--- src/include/ifd_pkg.sv ---
// Field layout, codes and carrier structs for the instruction field decoder
package ifd_pkg;
    localparam int unsigned WORD_W = 32;
    localparam int unsigned REG_W = 5;
    localparam int unsigned IMM_W = 13;
    localparam int unsigned FUNC_W = 9;
    localparam int unsigned FMT_HI = 31;
    localparam int unsigned FMT_LO = 30;
    localparam int unsigned DST_HI = 29;
    localparam int unsigned DST_LO = 25;
    localparam int unsigned F2_HI = 24;
    localparam int unsigned F2_LO = 22;
    localparam int unsigned F3_HI = 24;
    localparam int unsigned F3_LO = 19;
    localparam int unsigned S1_HI = 18;
    localparam int unsigned S1_LO = 14;
    localparam int unsigned IMM_SEL_BIT = 13;
    localparam int unsigned FUNC_HI = 13;
    localparam int unsigned FUNC_LO = 5;
    localparam int unsigned ASI_HI = 12;
    localparam int unsigned ASI_LO = 5;
    localparam int unsigned S2_HI = 4;
    localparam int unsigned S2_LO = 0;

    localparam logic [1:0] FMT_BRANCH = 2'h0;
    localparam logic [1:0] FMT_CALL = 2'h1;
    localparam logic [1:0] FMT_ARITH = 2'h2;
    localparam logic [1:0] FMT_MEM = 2'h3;

    localparam logic [2:0] F2_UNIMP = 3'h0;
    localparam logic [2:0] F2_INT_BRANCH = 3'h2;
    localparam logic [2:0] F2_SET_UPPER = 3'h4;
    localparam logic [2:0] F2_FLOAT_BRANCH = 3'h6;
    localparam logic [2:0] F2_CP_BRANCH = 3'h7;

    // Format-3 selectors that carry their own function field
    localparam logic [5:0] F3_FLOAT_ARITH_A = 6'h34;
    localparam logic [5:0] F3_FLOAT_ARITH_B = 6'h35;
    localparam logic [5:0] F3_CP_ARITH_A = 6'h36;
    localparam logic [5:0] F3_CP_ARITH_B = 6'h37;
    localparam logic [REG_W-1:0] REG_ZERO = 5'h00;

    typedef enum logic [3:0] {
        CLS_NONE,
        CLS_UNIMP,
        CLS_INT_BRANCH,
        CLS_SET_UPPER,
        CLS_FLOAT_BRANCH,
        CLS_CP_BRANCH,
        CLS_CALL,
        CLS_ARITH,
        CLS_FLOAT_ARITH,
        CLS_CP_ARITH,
        CLS_MEM
    } class_e;

    typedef struct packed {
        logic valid;
        class_e cls;
        logic [1:0] format_code;
        logic [2:0] format2_selector;
        logic [5:0] format3_selector;
        logic [REG_W-1:0] dst_field;
        logic dst_is_src;
        logic dst_write;
        logic dst_float;
        logic [REG_W-1:0] first_src_field;
        logic [REG_W-1:0] second_src_field;
        logic src_float;
        logic first_src_zero;
        logic second_src_zero;
        logic use_imm;
        logic [WORD_W-1:0] short_signed_imm;
        logic [FUNC_W-1:0] func_field;
        logic illegal_trap;
        logic fp_exception;
        logic cp_exception;
    } decoded_s;
endpackage

--- src/verilog/ifd_f3_table.sv ---
// Format-3 selector table: legality and operand roles
`timescale 1ns/1ns
module ifd_f3_table
(
    input wire logic [1:0] format_code,
    input wire logic [5:0] format3_selector,
    output logic legal,
    output logic is_store,
    output logic is_float,
    output logic uses_second
);
    // Arithmetic group (format 2): codes with no assigned operation
    function automatic logic arith_legal(input logic [5:0] s);
        arith_legal = !(s == 6'h09 || s == 6'h0d || (s >= 6'h2d && s <= 6'h2f)
            || s >= 6'h3e);
    endfunction

    // Memory group (format 3): loads, stores, swaps, float and cp transfers
    function automatic logic mem_legal(input logic [5:0] s);
        mem_legal = !(s == 6'h08 || s == 6'h0b || s == 6'h0c || s == 6'h0e
            || s == 6'h18 || s == 6'h1b || s == 6'h1c || s == 6'h1e
            || (s >= 6'h28 && s <= 6'h2f) || s == 6'h22 || s == 6'h26
            || s >= 6'h3c);
    endfunction

    always_comb
    begin
        if (format_code == ifd_pkg::FMT_MEM)
        begin
            legal = mem_legal(format3_selector);
            is_store = format3_selector[2] && !(format3_selector[3:0] == 4'hd
                || format3_selector[3:0] == 4'hf);
            is_float = format3_selector[5:4] == 2'h2;
        end
        else
        begin
            legal = arith_legal(format3_selector);
            is_store = 1'b0;
            is_float = format3_selector == ifd_pkg::F3_FLOAT_ARITH_A
                || format3_selector == ifd_pkg::F3_FLOAT_ARITH_B;
        end
        uses_second = 1'b1;
    end
endmodule

--- src/verilog/instr_field_decoder.sv ---
// Registered field decoder for 32-bit integer-unit instruction words
`timescale 1ns/1ns
module instr_field_decoder
#(
    // Sizes are tied to the word layout; kept open only so a mismatch is refused
    parameter int unsigned IMM_BITS = ifd_pkg::IMM_W,
    parameter int unsigned FUNC_BITS = ifd_pkg::FUNC_W
)
(
    input wire logic clk,
    input wire logic rst_n,
    input wire logic instr_valid,
    input wire logic [ifd_pkg::WORD_W-1:0] instr_word,
    output ifd_pkg::decoded_s dec
);
    // All decode state, registered as one word
    typedef struct packed {
        ifd_pkg::decoded_s dec;
    } state_s;

    state_s state_r;
    state_s state_nxt;
    logic f3_legal;
    logic f3_store;
    logic f3_float;
    logic f3_second;

    // Decode is hard-wired to one word layout; refuse any other sizing
    if (IMM_BITS != ifd_pkg::IMM_W || IMM_BITS != ifd_pkg::IMM_SEL_BIT)
    begin : g_imm_check
        $error("immediate width does not fit the word layout");
    end
    if (FUNC_BITS != ifd_pkg::FUNC_HI - ifd_pkg::FUNC_LO + 1)
    begin : g_func_check
        $error("function field width does not fit the word layout");
    end
    // Field order matters to every slice below
    if (ifd_pkg::DST_LO != ifd_pkg::F3_HI + 1 || ifd_pkg::F3_LO != ifd_pkg::S1_HI + 1
        || ifd_pkg::S1_LO != ifd_pkg::IMM_SEL_BIT + 1)
    begin : g_layout_check
        $error("register fields do not tile the word");
    end

    // Integer register zero reads as zero and swallows writes
    function automatic logic is_reg_zero(input logic [ifd_pkg::REG_W-1:0] r);
        is_reg_zero = r == ifd_pkg::REG_ZERO;
    endfunction

    function automatic logic [ifd_pkg::REG_W-1:0] src2_of(input logic [ifd_pkg::WORD_W-1:0] w);
        src2_of = w[ifd_pkg::S2_HI:ifd_pkg::S2_LO];
    endfunction

    function automatic logic [ifd_pkg::WORD_W-1:0] sext_imm(
        input logic [ifd_pkg::WORD_W-1:0] w);
        sext_imm = {{(ifd_pkg::WORD_W-IMM_BITS){w[IMM_BITS-1]}}, w[IMM_BITS-1:0]};
    endfunction

    // Selectors whose low bits carry a function field instead of the select bit
    function automatic logic is_float_sel(input logic [5:0] s);
        is_float_sel = s == ifd_pkg::F3_FLOAT_ARITH_A || s == ifd_pkg::F3_FLOAT_ARITH_B;
    endfunction

    function automatic logic is_cp_sel(input logic [5:0] s);
        is_cp_sel = s == ifd_pkg::F3_CP_ARITH_A || s == ifd_pkg::F3_CP_ARITH_B;
    endfunction

    // Float function codes that are assigned; others raise an fp exception
    function automatic logic float_func_legal(input logic [8:0] f, input logic cmp);
        if (cmp)
            float_func_legal = f >= 9'h051 && f <= 9'h057;
        else
            float_func_legal = f == 9'h001 || f == 9'h005 || f == 9'h009
                || (f >= 9'h029 && f <= 9'h02b) || (f >= 9'h041 && f <= 9'h04f)
                || (f >= 9'h0c4 && f <= 9'h0cf && f[1:0] != 2'h0)
                || (f >= 9'h0d1 && f <= 9'h0d3);
    endfunction

    // Per-selector legality and operand roles live in the table
    ifd_f3_table u_f3_table
    (
        .format_code(instr_word[ifd_pkg::FMT_HI:ifd_pkg::FMT_LO]),
        .format3_selector(instr_word[ifd_pkg::F3_HI:ifd_pkg::F3_LO]),
        .legal(f3_legal),
        .is_store(f3_store),
        .is_float(f3_float),
        .uses_second(f3_second)
    );

    always_comb
    begin
        logic [1:0] fmt;
        logic [2:0] f2;
        logic [5:0] f3;
        logic [ifd_pkg::FUNC_W-1:0] fn;
        logic imm_sel;
        ifd_pkg::decoded_s d;
        fmt = instr_word[ifd_pkg::FMT_HI:ifd_pkg::FMT_LO];
        f2 = instr_word[ifd_pkg::F2_HI:ifd_pkg::F2_LO];
        f3 = instr_word[ifd_pkg::F3_HI:ifd_pkg::F3_LO];
        fn = instr_word[ifd_pkg::FUNC_HI:ifd_pkg::FUNC_LO];
        imm_sel = instr_word[ifd_pkg::IMM_SEL_BIT];
        d = '0;
        d.valid = instr_valid;
        d.cls = ifd_pkg::CLS_NONE;
        d.format_code = fmt;
        d.dst_field = instr_word[ifd_pkg::DST_HI:ifd_pkg::DST_LO];
        // Fields a format leaves unused keep the zero default
        case (fmt)
            ifd_pkg::FMT_BRANCH:
            begin
                d.format2_selector = f2;
                case (f2)
                    ifd_pkg::F2_UNIMP:
                    begin
                        d.cls = ifd_pkg::CLS_UNIMP;
                        d.illegal_trap = 1'b1;
                    end
                    ifd_pkg::F2_INT_BRANCH: d.cls = ifd_pkg::CLS_INT_BRANCH;
                    ifd_pkg::F2_SET_UPPER:
                    begin
                        d.cls = ifd_pkg::CLS_SET_UPPER;
                        d.dst_write = 1'b1;
                    end
                    ifd_pkg::F2_FLOAT_BRANCH: d.cls = ifd_pkg::CLS_FLOAT_BRANCH;
                    ifd_pkg::F2_CP_BRANCH: d.cls = ifd_pkg::CLS_CP_BRANCH;
                    default: d.illegal_trap = 1'b1;
                endcase
                // Branches use no register, immediate or function fields
                d.dst_field = (f2 == ifd_pkg::F2_SET_UPPER) ? d.dst_field
                    : ifd_pkg::REG_ZERO;
            end
            ifd_pkg::FMT_CALL:
            begin
                // Call marks no register write and clears the destination; displacement bits are not checked
                d.cls = ifd_pkg::CLS_CALL;
                d.dst_field = ifd_pkg::REG_ZERO;
            end
            default:
            begin
                d.format3_selector = f3;
                d.first_src_field = instr_word[ifd_pkg::S1_HI:ifd_pkg::S1_LO];
                d.dst_is_src = f3_store;
                d.dst_write = !f3_store;
                // Float loads and stores still form their address from integer registers
                d.src_float = f3_float && fmt != ifd_pkg::FMT_MEM;
                d.dst_float = f3_float;
                d.illegal_trap = !f3_legal;
                if (fmt == ifd_pkg::FMT_MEM)
                    d.cls = ifd_pkg::CLS_MEM;
                else if (is_float_sel(f3))
                    d.cls = ifd_pkg::CLS_FLOAT_ARITH;
                else if (is_cp_sel(f3))
                    d.cls = ifd_pkg::CLS_CP_ARITH;
                else
                    d.cls = ifd_pkg::CLS_ARITH;
                if (d.cls == ifd_pkg::CLS_FLOAT_ARITH)
                begin
                    // Function field replaces the select bit here
                    d.func_field = fn;
                    d.second_src_field = src2_of(instr_word);
                    d.fp_exception = !float_func_legal(fn,
                        f3 == ifd_pkg::F3_FLOAT_ARITH_B);
                end
                else if (d.cls == ifd_pkg::CLS_CP_ARITH)
                begin
                    // Coprocessor codes are defined by the attached unit
                    d.func_field = fn;
                    d.second_src_field = src2_of(instr_word);
                    d.cp_exception = 1'b0;
                end
                else if (imm_sel && f3_second)
                begin
                    // Register field under the immediate is dropped, not decoded
                    d.use_imm = 1'b1;
                    d.short_signed_imm = sext_imm(instr_word);
                end
                else
                begin
                    d.second_src_field = src2_of(instr_word);
                end
            end
        endcase
        if (!d.src_float)
        begin
            d.first_src_zero = is_reg_zero(d.first_src_field);
            d.second_src_zero = !d.use_imm && is_reg_zero(d.second_src_field);
        end
        if (!d.dst_float && is_reg_zero(d.dst_field))
            d.dst_write = 1'b0;
        // An idle cycle must never look like a trap
        if (!instr_valid)
        begin
            d.illegal_trap = 1'b0;
            d.fp_exception = 1'b0;
            d.cp_exception = 1'b0;
        end
        state_nxt.dec = d;
    end

    // Whole decode registered so every output leaves a flop
    always_ff @(posedge clk or negedge rst_n)
    begin
        if (!rst_n)
            state_r <= '0;
        else
            state_r <= state_nxt;
    end

    // Output taken straight from the register
    assign dec = state_r.dec;
endmodule

--- config.mk ---
export PLATFORM = sky130hd
export DESIGN_NAME = instr_field_decoder
export DESIGN_NICKNAME = d
export VERILOG_FILES = /design/src/include/ifd_pkg.sv /design/src/verilog/ifd_f3_table.sv /design/src/verilog/instr_field_decoder.sv
export SDC_FILE = /design/constraint.sdc
export NUM_CORES = 1
export LEC_CHECK = 0
export ABC_AREA = 1
export CORE_UTILIZATION = 50
export DETAILED_ROUTE_END_ITERATION = 8
export DONT_BUFFER_PORTS = 1
export MAX_ROUTING_LAYER = met4
export PLACE_DENSITY = 0.71
export RECOVER_POWER = 25
export SLEW_MARGIN = 0
export SYNTH_ARGS = -nofsm -noshare
export SYNTH_HDL_FRONTEND = slang
export SYNTH_HIERARCHICAL = 1
export SYNTH_SLANG_ARGS = --single-unit
--- constraint.sdc ---
create_clock -name clk -period 1.54 [get_ports clk]
set_input_delay 0.462 -clock clk [delete_from_list [all_inputs] [get_ports clk]]
set_output_delay 0.462 -clock clk [all_outputs]
set_load 0.02 [all_outputs]
==> flow_results.xml, run 1 <==
<?xml version="1.0" encoding="UTF-8"?>
<metrics>
  <group name="power">
    <metric name="cellLeakagePower" unit="nW">1.61</metric>
    <metric name="vdd_ir_drop_max" unit="V">0.000803</metric>
    <metric name="power.density" unit="nW/um^2">1260</metric>
  </group>
  <group name="cells_and_area">
    <metric name="fraction_of_final_layout_cells_sized_beyond_drive_strength_1" unit="">0.0997</metric>
    <metric name="flow.area_growth_from_synthesis" unit="%">5.89</metric>
    <metric name="commonest_non_fill_non_tap_cells_in_the_layout" unit="">dfrtp_1, inv_1, nand2_1, nor2_1, clkbuf_8</metric>
    <metric name="stdcell_area" unit="sq um">2810</metric>
    <metric name="filler_cell_count" unit="">455</metric>
    <metric name="n_antenna_cell" unit="">0</metric>
    <metric name="flip_flop_count_of_the_largest_register_all_copies_and_words_added" unit="">62</metric>
    <metric name="fin_util" unit="">0.551</metric>
    <metric name="nets" unit="">321</metric>
    <metric name="layout.cells.non_filler" unit="">361</metric>
    <metric name="layout.cells.most_common" unit="">dfrtp_1</metric>
  </group>
  <group name="yosys">
    <metric name="area_fraction_in_compound_gates_after_synthesis" unit="">0.0419</metric>
    <metric name="yosys.area_share.simple" unit="">0.217</metric>
    <metric name="yosysWarnings" unit="">6</metric>
    <metric name="ys_top_cells_by_area" unit="">dfrtp_1, inv_1, nand2_1</metric>
    <metric name="synth_cell_type_count" unit="">28</metric>
    <metric name="ys_ff_latch" unit="">62</metric>
    <metric name="netlist.area_leader.share" unit="">0.584</metric>
    <metric name="synth_top_family_by_area" unit="">simple AND/OR/NAND/NOR gates</metric>
    <metric name="syn_area" unit="sq um">2660</metric>
    <metric name="post_synth_xor_area_fraction" unit="">0.00330</metric>
    <metric name="avgSynthCellArea" unit="sq um">8.92</metric>
    <metric name="ys_seq_area_frac" unit="">0.584</metric>
    <metric name="mappedNetlistNets" unit="">333</metric>
    <metric name="synthesis.instances" unit="">298</metric>
    <metric name="yosys.area_share.adder" unit="">0</metric>
    <metric name="synth_largest_area_cell" unit="">dfrtp_1</metric>
    <metric name="synth.mux.area_fraction" unit="">0</metric>
  </group>
  <group name="hold_path">
    <metric name="min_path_type" unit="">input port to asynchronous set/reset pin</metric>
  </group>
  <group name="status">
    <metric name="run_status" unit="">finished with violations</metric>
    <metric name="violations_in_the_final_reports" unit="">negative hold slack, negative setup slack</metric>
  </group>
  <group name="floorplanning">
    <metric name="io_pins" unit="">117</metric>
    <metric name="vertical_die_dimension" unit="um">74.9</metric>
    <metric name="std_cell_rows" unit="">26</metric>
    <metric name="initial_core_util" unit="">0.520</metric>
    <metric name="die_area" unit="sq um">5610</metric>
    <metric name="floorplan.core_area" unit="sq um">5110</metric>
    <metric name="die_width" unit="um">74.9</metric>
  </group>
  <group name="grt">
    <metric name="grt_antenna_before_repair" unit="">0</metric>
    <metric name="grt.total_usage" unit="">0.201</metric>
    <metric name="largest_net_degree_at_the_start_of_global_routing" unit="">63</metric>
    <metric name="via_count_of_the_first_global_routing_pass" unit="">1715</metric>
    <metric name="grt_pass1_wl" unit="mm">7.82</metric>
    <metric name="globalRoute.totalOverflow" unit="">0</metric>
  </group>
  <group name="placement">
    <metric name="place.gp.congestion" unit="">0.789</metric>
    <metric name="hpwl_dp" unit="mm">3.55</metric>
    <metric name="placedCellCount" unit="">345</metric>
    <metric name="place.port_buffers" unit="">0</metric>
    <metric name="detailed_place.area" unit="sq um">2590</metric>
  </group>
  <group name="clock_network">
    <metric name="cts_buffer_depth" unit="">2</metric>
    <metric name="tritoncts_clock_tree" unit="">done</metric>
    <metric name="cts_num_sinks" unit="">62</metric>
    <metric name="clk_root_buffer_cell" unit="">clkbuf_8</metric>
    <metric name="number_of_levels_the_h_tree_was_split_into" unit="">3</metric>
    <metric name="post_cts_buffers" unit="">0</metric>
    <metric name="tritoncts.num_buffers" unit="">9</metric>
    <metric name="clk_transition_reported_paths" unit="ns">0.06</metric>
  </group>
  <group name="critical_path">
    <metric name="timing_startpoint_of_the_critical_path" unit="">dec[42]$_DFF_PN0_</metric>
    <metric name="critical_path.cell_chain" unit="">buf_16</metric>
    <metric name="cp.buffers_inverters" unit="">1</metric>
    <metric name="path_delay_family" unit="">flip-flops</metric>
    <metric name="path_max_fanout" unit="">20</metric>
    <metric name="slowest_stage" unit="">dfrtp_4</metric>
    <metric name="cpPeakStageDelay" unit="ns">0.42</metric>
    <metric name="endpoint_kind" unit="">primary output</metric>
    <metric name="timing.critical_path.arrival" unit="ns">1.13</metric>
    <metric name="critical_path_required" unit="ns">1.08</metric>
    <metric name="setup.worst_path.class" unit="">flop to primary output</metric>
    <metric name="setup.worst_path.start_class" unit="">flop</metric>
  </group>
  <group name="sta">
    <metric name="report.final.setup_viol" unit="">20</metric>
    <metric name="slew_violations" unit="">0</metric>
    <metric name="finalHoldWorstSlack" unit="ns">-0.177</metric>
    <metric name="fin_crit" unit="ns">1.60</metric>
    <metric name="final_hold_viol_count" unit="">62</metric>
    <metric name="fmax" unit="GHz">0.627</metric>
    <metric name="post-route-period-util" unit="">1.04</metric>
    <metric name="setup_repair_after_global_routing_missed_its_margin" unit="">true</metric>
    <metric name="worst_slack" unit="ns">-0.0553</metric>
  </group>
  <group name="route">
    <metric name="postRouteWirelength" unit="mm">4.93</metric>
    <metric name="detailedRoute.firstPassIterationCount" unit="">4</metric>
    <metric name="routed_wire_length_per_instance" unit="um">13.7</metric>
    <metric name="post-route-drc-count" unit="">0</metric>
    <metric name="antenna_violating_nets_post_route" unit="">0</metric>
    <metric name="initialDrtViolationCount" unit="">100</metric>
    <metric name="route.detailed.vias_per_inst" unit="">4.94</metric>
    <metric name="num_vias" unit="">1785</metric>
  </group>
  <group name="job">
    <metric name="cap_viol_max_count" unit="">0</metric>
  </group>
</metrics>
## cell type report
cell class                      instances  area (sq um)  area share
Timing Repair Buffer                    2          35.0      0.0124
Sequential cell                        62          1560       0.553
Clock buffer                           12           145      0.0516
Tap cell                               70          87.6      0.0311
Inverter                               57           216      0.0769
Clock inverter                          4          70.1      0.0249
Multi-Input combinational cell        154           704       0.250
## power by group
group / leakage [nW] / switching [mW] / internal [mW] / total (mW)
sequential: 0.814 / 0.113 / 1.70 / 1.81
clock: 0.110 / 0.578 / 0.951 / 1.53
combinational: 0.686 / 0.136 / 0.0631 / 0.199
## synthesized netlist by cell type
cell,instances
nor2_2,1
buf_6,1
a21oi_1,7
nand4_1,8
a211oi_1,1
xor2_1,1
nor2_4,1
o21bai_1,1
nand2_4,1
buf_2,1
a21oi_2,1
nand3b_1,1
inv_4,1
nand2_1,50
dfrtp_1,62
nor3_1,6
conb_1,2
o211ai_1,1
clkbuf_1,1
nand3_1,8
inv_2,2
o21ai_1,2
nand2_2,4
nor2_1,50
inv_1,54
nand2_8,1
o21ai_0,7
buf_4,22
## per-stage QoR
| stage | TNS (ns) | power [mW] | worst slack, ns |
|---|---|---|---|
| global route | -2.29 | 3.69 | -0.117 |
| detailed placement | 0 | 2.04 | 0.0858 |
| finish | -1.04 | 3.54 | -0.0553 |
| floorplan | 0 | 2.02 | 0.138 |
| CTS | -1.53 | 3.58 | -0.0788 |
| global placement | 0 | 2.03 | 0.166 |
## worst paths after layout
check / to / slack (ns) / depth (start not counted)
max in group asynchronous: dec[42]$_DFF_PN0_ / 1.62 / 0
setup / recovery: dec[38] / -0.06 / 1
hold / removal: dec[70]$_DFF_PN0_ / -0.18 / 0
min in group clk: dec[75]$_DFF_PN0_ / 0.16 / 0
## routing by layer
metal	track usage	vias up	share of wire	routed length, um
met5	-	-	0	0
met4	0.0881	0	0.015	73
met3	0.0790	6	0.081	401
met2	0.306	82	0.48	2380
met1	0.236	852	0.42	2070
li1	-	845	-	-
## timing repair
action / in CTS / in global routing
endpoints found under the hold margin: 62 / 62
gates resized for setup: 1 / 0
setup endpoints to repair: 20 / 20
## cells by family after synthesis
| kind of cell | Yosys count |
|---|---|
| compound gates | 20 |
| xor+xnor | 1 |
| buf+inv | 82 |
| flops | 62 |
| other cells | 2 |
| simple gates | 131 |
Note: power is estimated with default switching activity, not from simulation.
==> inputs of run 2 (changes only) <==
==> constraint.sdc (replaced) <==
create_clock -name clk -period 1.54 [get_ports clk]
set_input_delay 0.308 -clock clk [delete_from_list [all_inputs] [get_ports clk]]
set_output_delay 0.308 -clock clk [all_outputs]
set_load 0.02 [all_outputs]
==> run 2 against run 1 <==
The flow finishes with violations (negative hold slack). First-iteration DRC count decreased by 3.0%. Flip-flop and latch count unchanged. Total power increased by 2.9%. Critical path type unchanged.
==> flow_results.xml, run 2 (synthesis gave the netlist of run 1 again) <==
<?xml version="1.0" encoding="UTF-8"?>
<metrics>
  <group name="placement">
    <metric name="place.port_buffers" unit="">0</metric>
    <metric name="place.gp.congestion" unit="">0.789</metric>
    <metric name="placedCellCount" unit="">345</metric>
    <metric name="hpwl_dp" unit="mm">3.53</metric>
  </group>
  <group name="sta">
    <metric name="fin_crit" unit="ns">1.46</metric>
    <metric name="final_hold_viol_count" unit="">62</metric>
    <metric name="fin_tns_setup" unit="ns">0</metric>
    <metric name="slew_violations" unit="">0</metric>
    <metric name="finalHoldWorstSlack" unit="ns">-0.339</metric>
    <metric name="setup_repair_after_global_routing_missed_its_margin" unit="">false</metric>
    <metric name="report.final.setup_viol" unit="">0</metric>
    <metric name="post-route-period-util" unit="">0.946</metric>
    <metric name="fmax" unit="GHz">0.686</metric>
  </group>
  <group name="clock_network">
    <metric name="cts_num_sinks" unit="">62</metric>
    <metric name="clk_root_buffer_cell" unit="">clkbuf_8</metric>
    <metric name="number_of_levels_the_h_tree_was_split_into" unit="">3</metric>
    <metric name="cts_hold_buf" unit="">3</metric>
    <metric name="tritoncts.num_buffers" unit="">9</metric>
    <metric name="clk_transition_reported_paths" unit="ns">0.07</metric>
    <metric name="cts_buffer_depth" unit="">2</metric>
    <metric name="cts-resized-gates" unit="">0</metric>
    <metric name="tritoncts_clock_tree" unit="">done</metric>
  </group>
  <group name="critical_path">
    <metric name="path_max_fanout" unit="">20</metric>
    <metric name="critical_path.cell_chain" unit="">buf_12</metric>
    <metric name="cpPeakStageDelay" unit="ns">0.41</metric>
    <metric name="endpoint_of_the_most_critical_setup_path" unit="">dec[38]</metric>
    <metric name="path_depth" unit="">1</metric>
    <metric name="cp.buffers_inverters" unit="">1</metric>
    <metric name="endpoint_kind" unit="">primary output</metric>
    <metric name="setup.worst_path.class" unit="">flop to primary output</metric>
    <metric name="critical_path_required" unit="ns">1.23</metric>
    <metric name="slowest_stage" unit="">dfrtp_4</metric>
    <metric name="setup.worst_path.start_class" unit="">flop</metric>
    <metric name="path_delay_family" unit="">flip-flops</metric>
    <metric name="timing_startpoint_of_the_critical_path" unit="">dec[42]$_DFF_PN0_</metric>
    <metric name="timing.critical_path.arrival" unit="ns">1.15</metric>
  </group>
  <group name="job">
    <metric name="cap_viol_max_count" unit="">0</metric>
  </group>
  <group name="cells_and_area">
    <metric name="layout.cells.most_common" unit="">dfrtp_1</metric>
    <metric name="layout.cells.non_filler" unit="">364</metric>
    <metric name="nets" unit="">324</metric>
    <metric name="flow.area_growth_from_synthesis" unit="%">7.44</metric>
    <metric name="fraction_of_final_layout_cells_sized_beyond_drive_strength_1" unit="">0.102</metric>
    <metric name="flip_flop_count_of_the_largest_register_all_copies_and_words_added" unit="">62</metric>
    <metric name="n_antenna_cell" unit="">0</metric>
    <metric name="commonest_non_fill_non_tap_cells_in_the_layout" unit="">dfrtp_1, inv_1, nand2_1, nor2_1, clkbuf_8</metric>
    <metric name="filler_cell_count" unit="">468</metric>
  </group>
  <group name="route">
    <metric name="initialDrtViolationCount" unit="">97</metric>
    <metric name="postRouteWirelength" unit="mm">5.08</metric>
    <metric name="post-route-drc-count" unit="">0</metric>
    <metric name="route.detailed.vias_per_inst" unit="">4.93</metric>
    <metric name="antenna_violating_nets_post_route" unit="">0</metric>
    <metric name="routed_wire_length_per_instance" unit="um">14.0</metric>
    <metric name="detailedRoute.firstPassIterationCount" unit="">6</metric>
    <metric name="num_vias" unit="">1795</metric>
  </group>
  <group name="grt">
    <metric name="via_count_of_the_first_global_routing_pass" unit="">1709</metric>
    <metric name="globalRoute.totalOverflow" unit="">0</metric>
    <metric name="grt.total_usage" unit="">0.206</metric>
    <metric name="grt_pass1_wl" unit="mm">7.98</metric>
    <metric name="largest_net_degree_at_the_start_of_global_routing" unit="">63</metric>
    <metric name="grt_antenna_before_repair" unit="">0</metric>
  </group>
  <group name="power">
    <metric name="vdd_ir_drop_max" unit="V">0.000636</metric>
    <metric name="cellLeakagePower" unit="nW">1.63</metric>
    <metric name="power.density" unit="nW/um^2">1270</metric>
  </group>
  <group name="floorplanning">
    <metric name="io_pins" unit="">117</metric>
    <metric name="std_cell_rows" unit="">26</metric>
    <metric name="die_area" unit="sq um">5610</metric>
    <metric name="floorplan.core_area" unit="sq um">5110</metric>
    <metric name="initial_core_util" unit="">0.520</metric>
    <metric name="die_width" unit="um">74.9</metric>
    <metric name="vertical_die_dimension" unit="um">74.9</metric>
  </group>
  <group name="hold_path">
    <metric name="min_path_type" unit="">input port to asynchronous set/reset pin</metric>
  </group>
  <group name="status">
    <metric name="violations_in_the_final_reports" unit="">negative hold slack</metric>
    <metric name="run_status" unit="">finished with violations</metric>
  </group>
</metrics>
## run 2: cell count changes in the layout (fill, tap and decap cells not counted), sizes merged
cell | previous run | this run
clkinv | 2 | 1
dlygate4sd3 | 0 | 3
clkbuf | 12 | 13
## run 2: area by class of cell
class,instances,area [sq um],share of cell area
sequential,62,1560,0.545
inverter,57,216,0.0758
timing repair buffer,5,57.6,0.0202
clock buffer,13,169,0.0592
tap,70,87.6,0.0307
clock inverter,3,65.1,0.0228
multi-input combinational,154,704,0.247
## run 2: timing repair
item,CTS,global route
hold endpoints to repair,65,62
setup endpoints to repair,0,0
setup buffers,0,0
## run 2: how the worst min path moves through the flow
stage | end | slack, ns
finish | dec[70]$_DFF_PN0_ | -0.34
global route | dec[70]$_DFF_PN0_ | -0.36
CTS | dec[66]$_DFF_PN0_ | -0.36
detailed placement | dec[17]$_DFF_PN0_ | 0.01
global placement | dec[3]$_DFF_PN0_ | 0.01
floorplan | dec[10]$_DFF_PN0_ | 0.01
## run 2: per-stage QoR
stage / hold WS, ns / power, mW / util / instance area, sq um / setup slack, ns
final: -0.339 / 3.64 / 0.559 / 2860 / 0.0830
after global routing: -0.361 / 3.80 / 0.559 / 2860 / 0.0226
after CTS: -0.357 / 3.68 / 0.559 / 2860 / 0.0654
after detailed placement: 0.0130 / 2.04 / 0.507 / 2590 / 0.251
after global placement: 0.0132 / 2.03 / 0.507 / 2590 / 0.320
after floorplan: 0.0124 / 2.02 / - / 2660 / 0.292
## run 2: layer usage
metal,up-vias,part of all wire,wire (um),GRT usage
met5,-,0,0,-
met4,0,0.015,77,0.109
met3,8,0.082,418,0.0736
met2,84,0.49,2500,0.313
met1,849,0.41,2090,0.238
li1,854,-,-,-
## run 2: power breakdown
group	internal [mW]	switching [mW]
registers	1.70	0.113
clock network	1.04	0.586
logic	0.0672	0.137
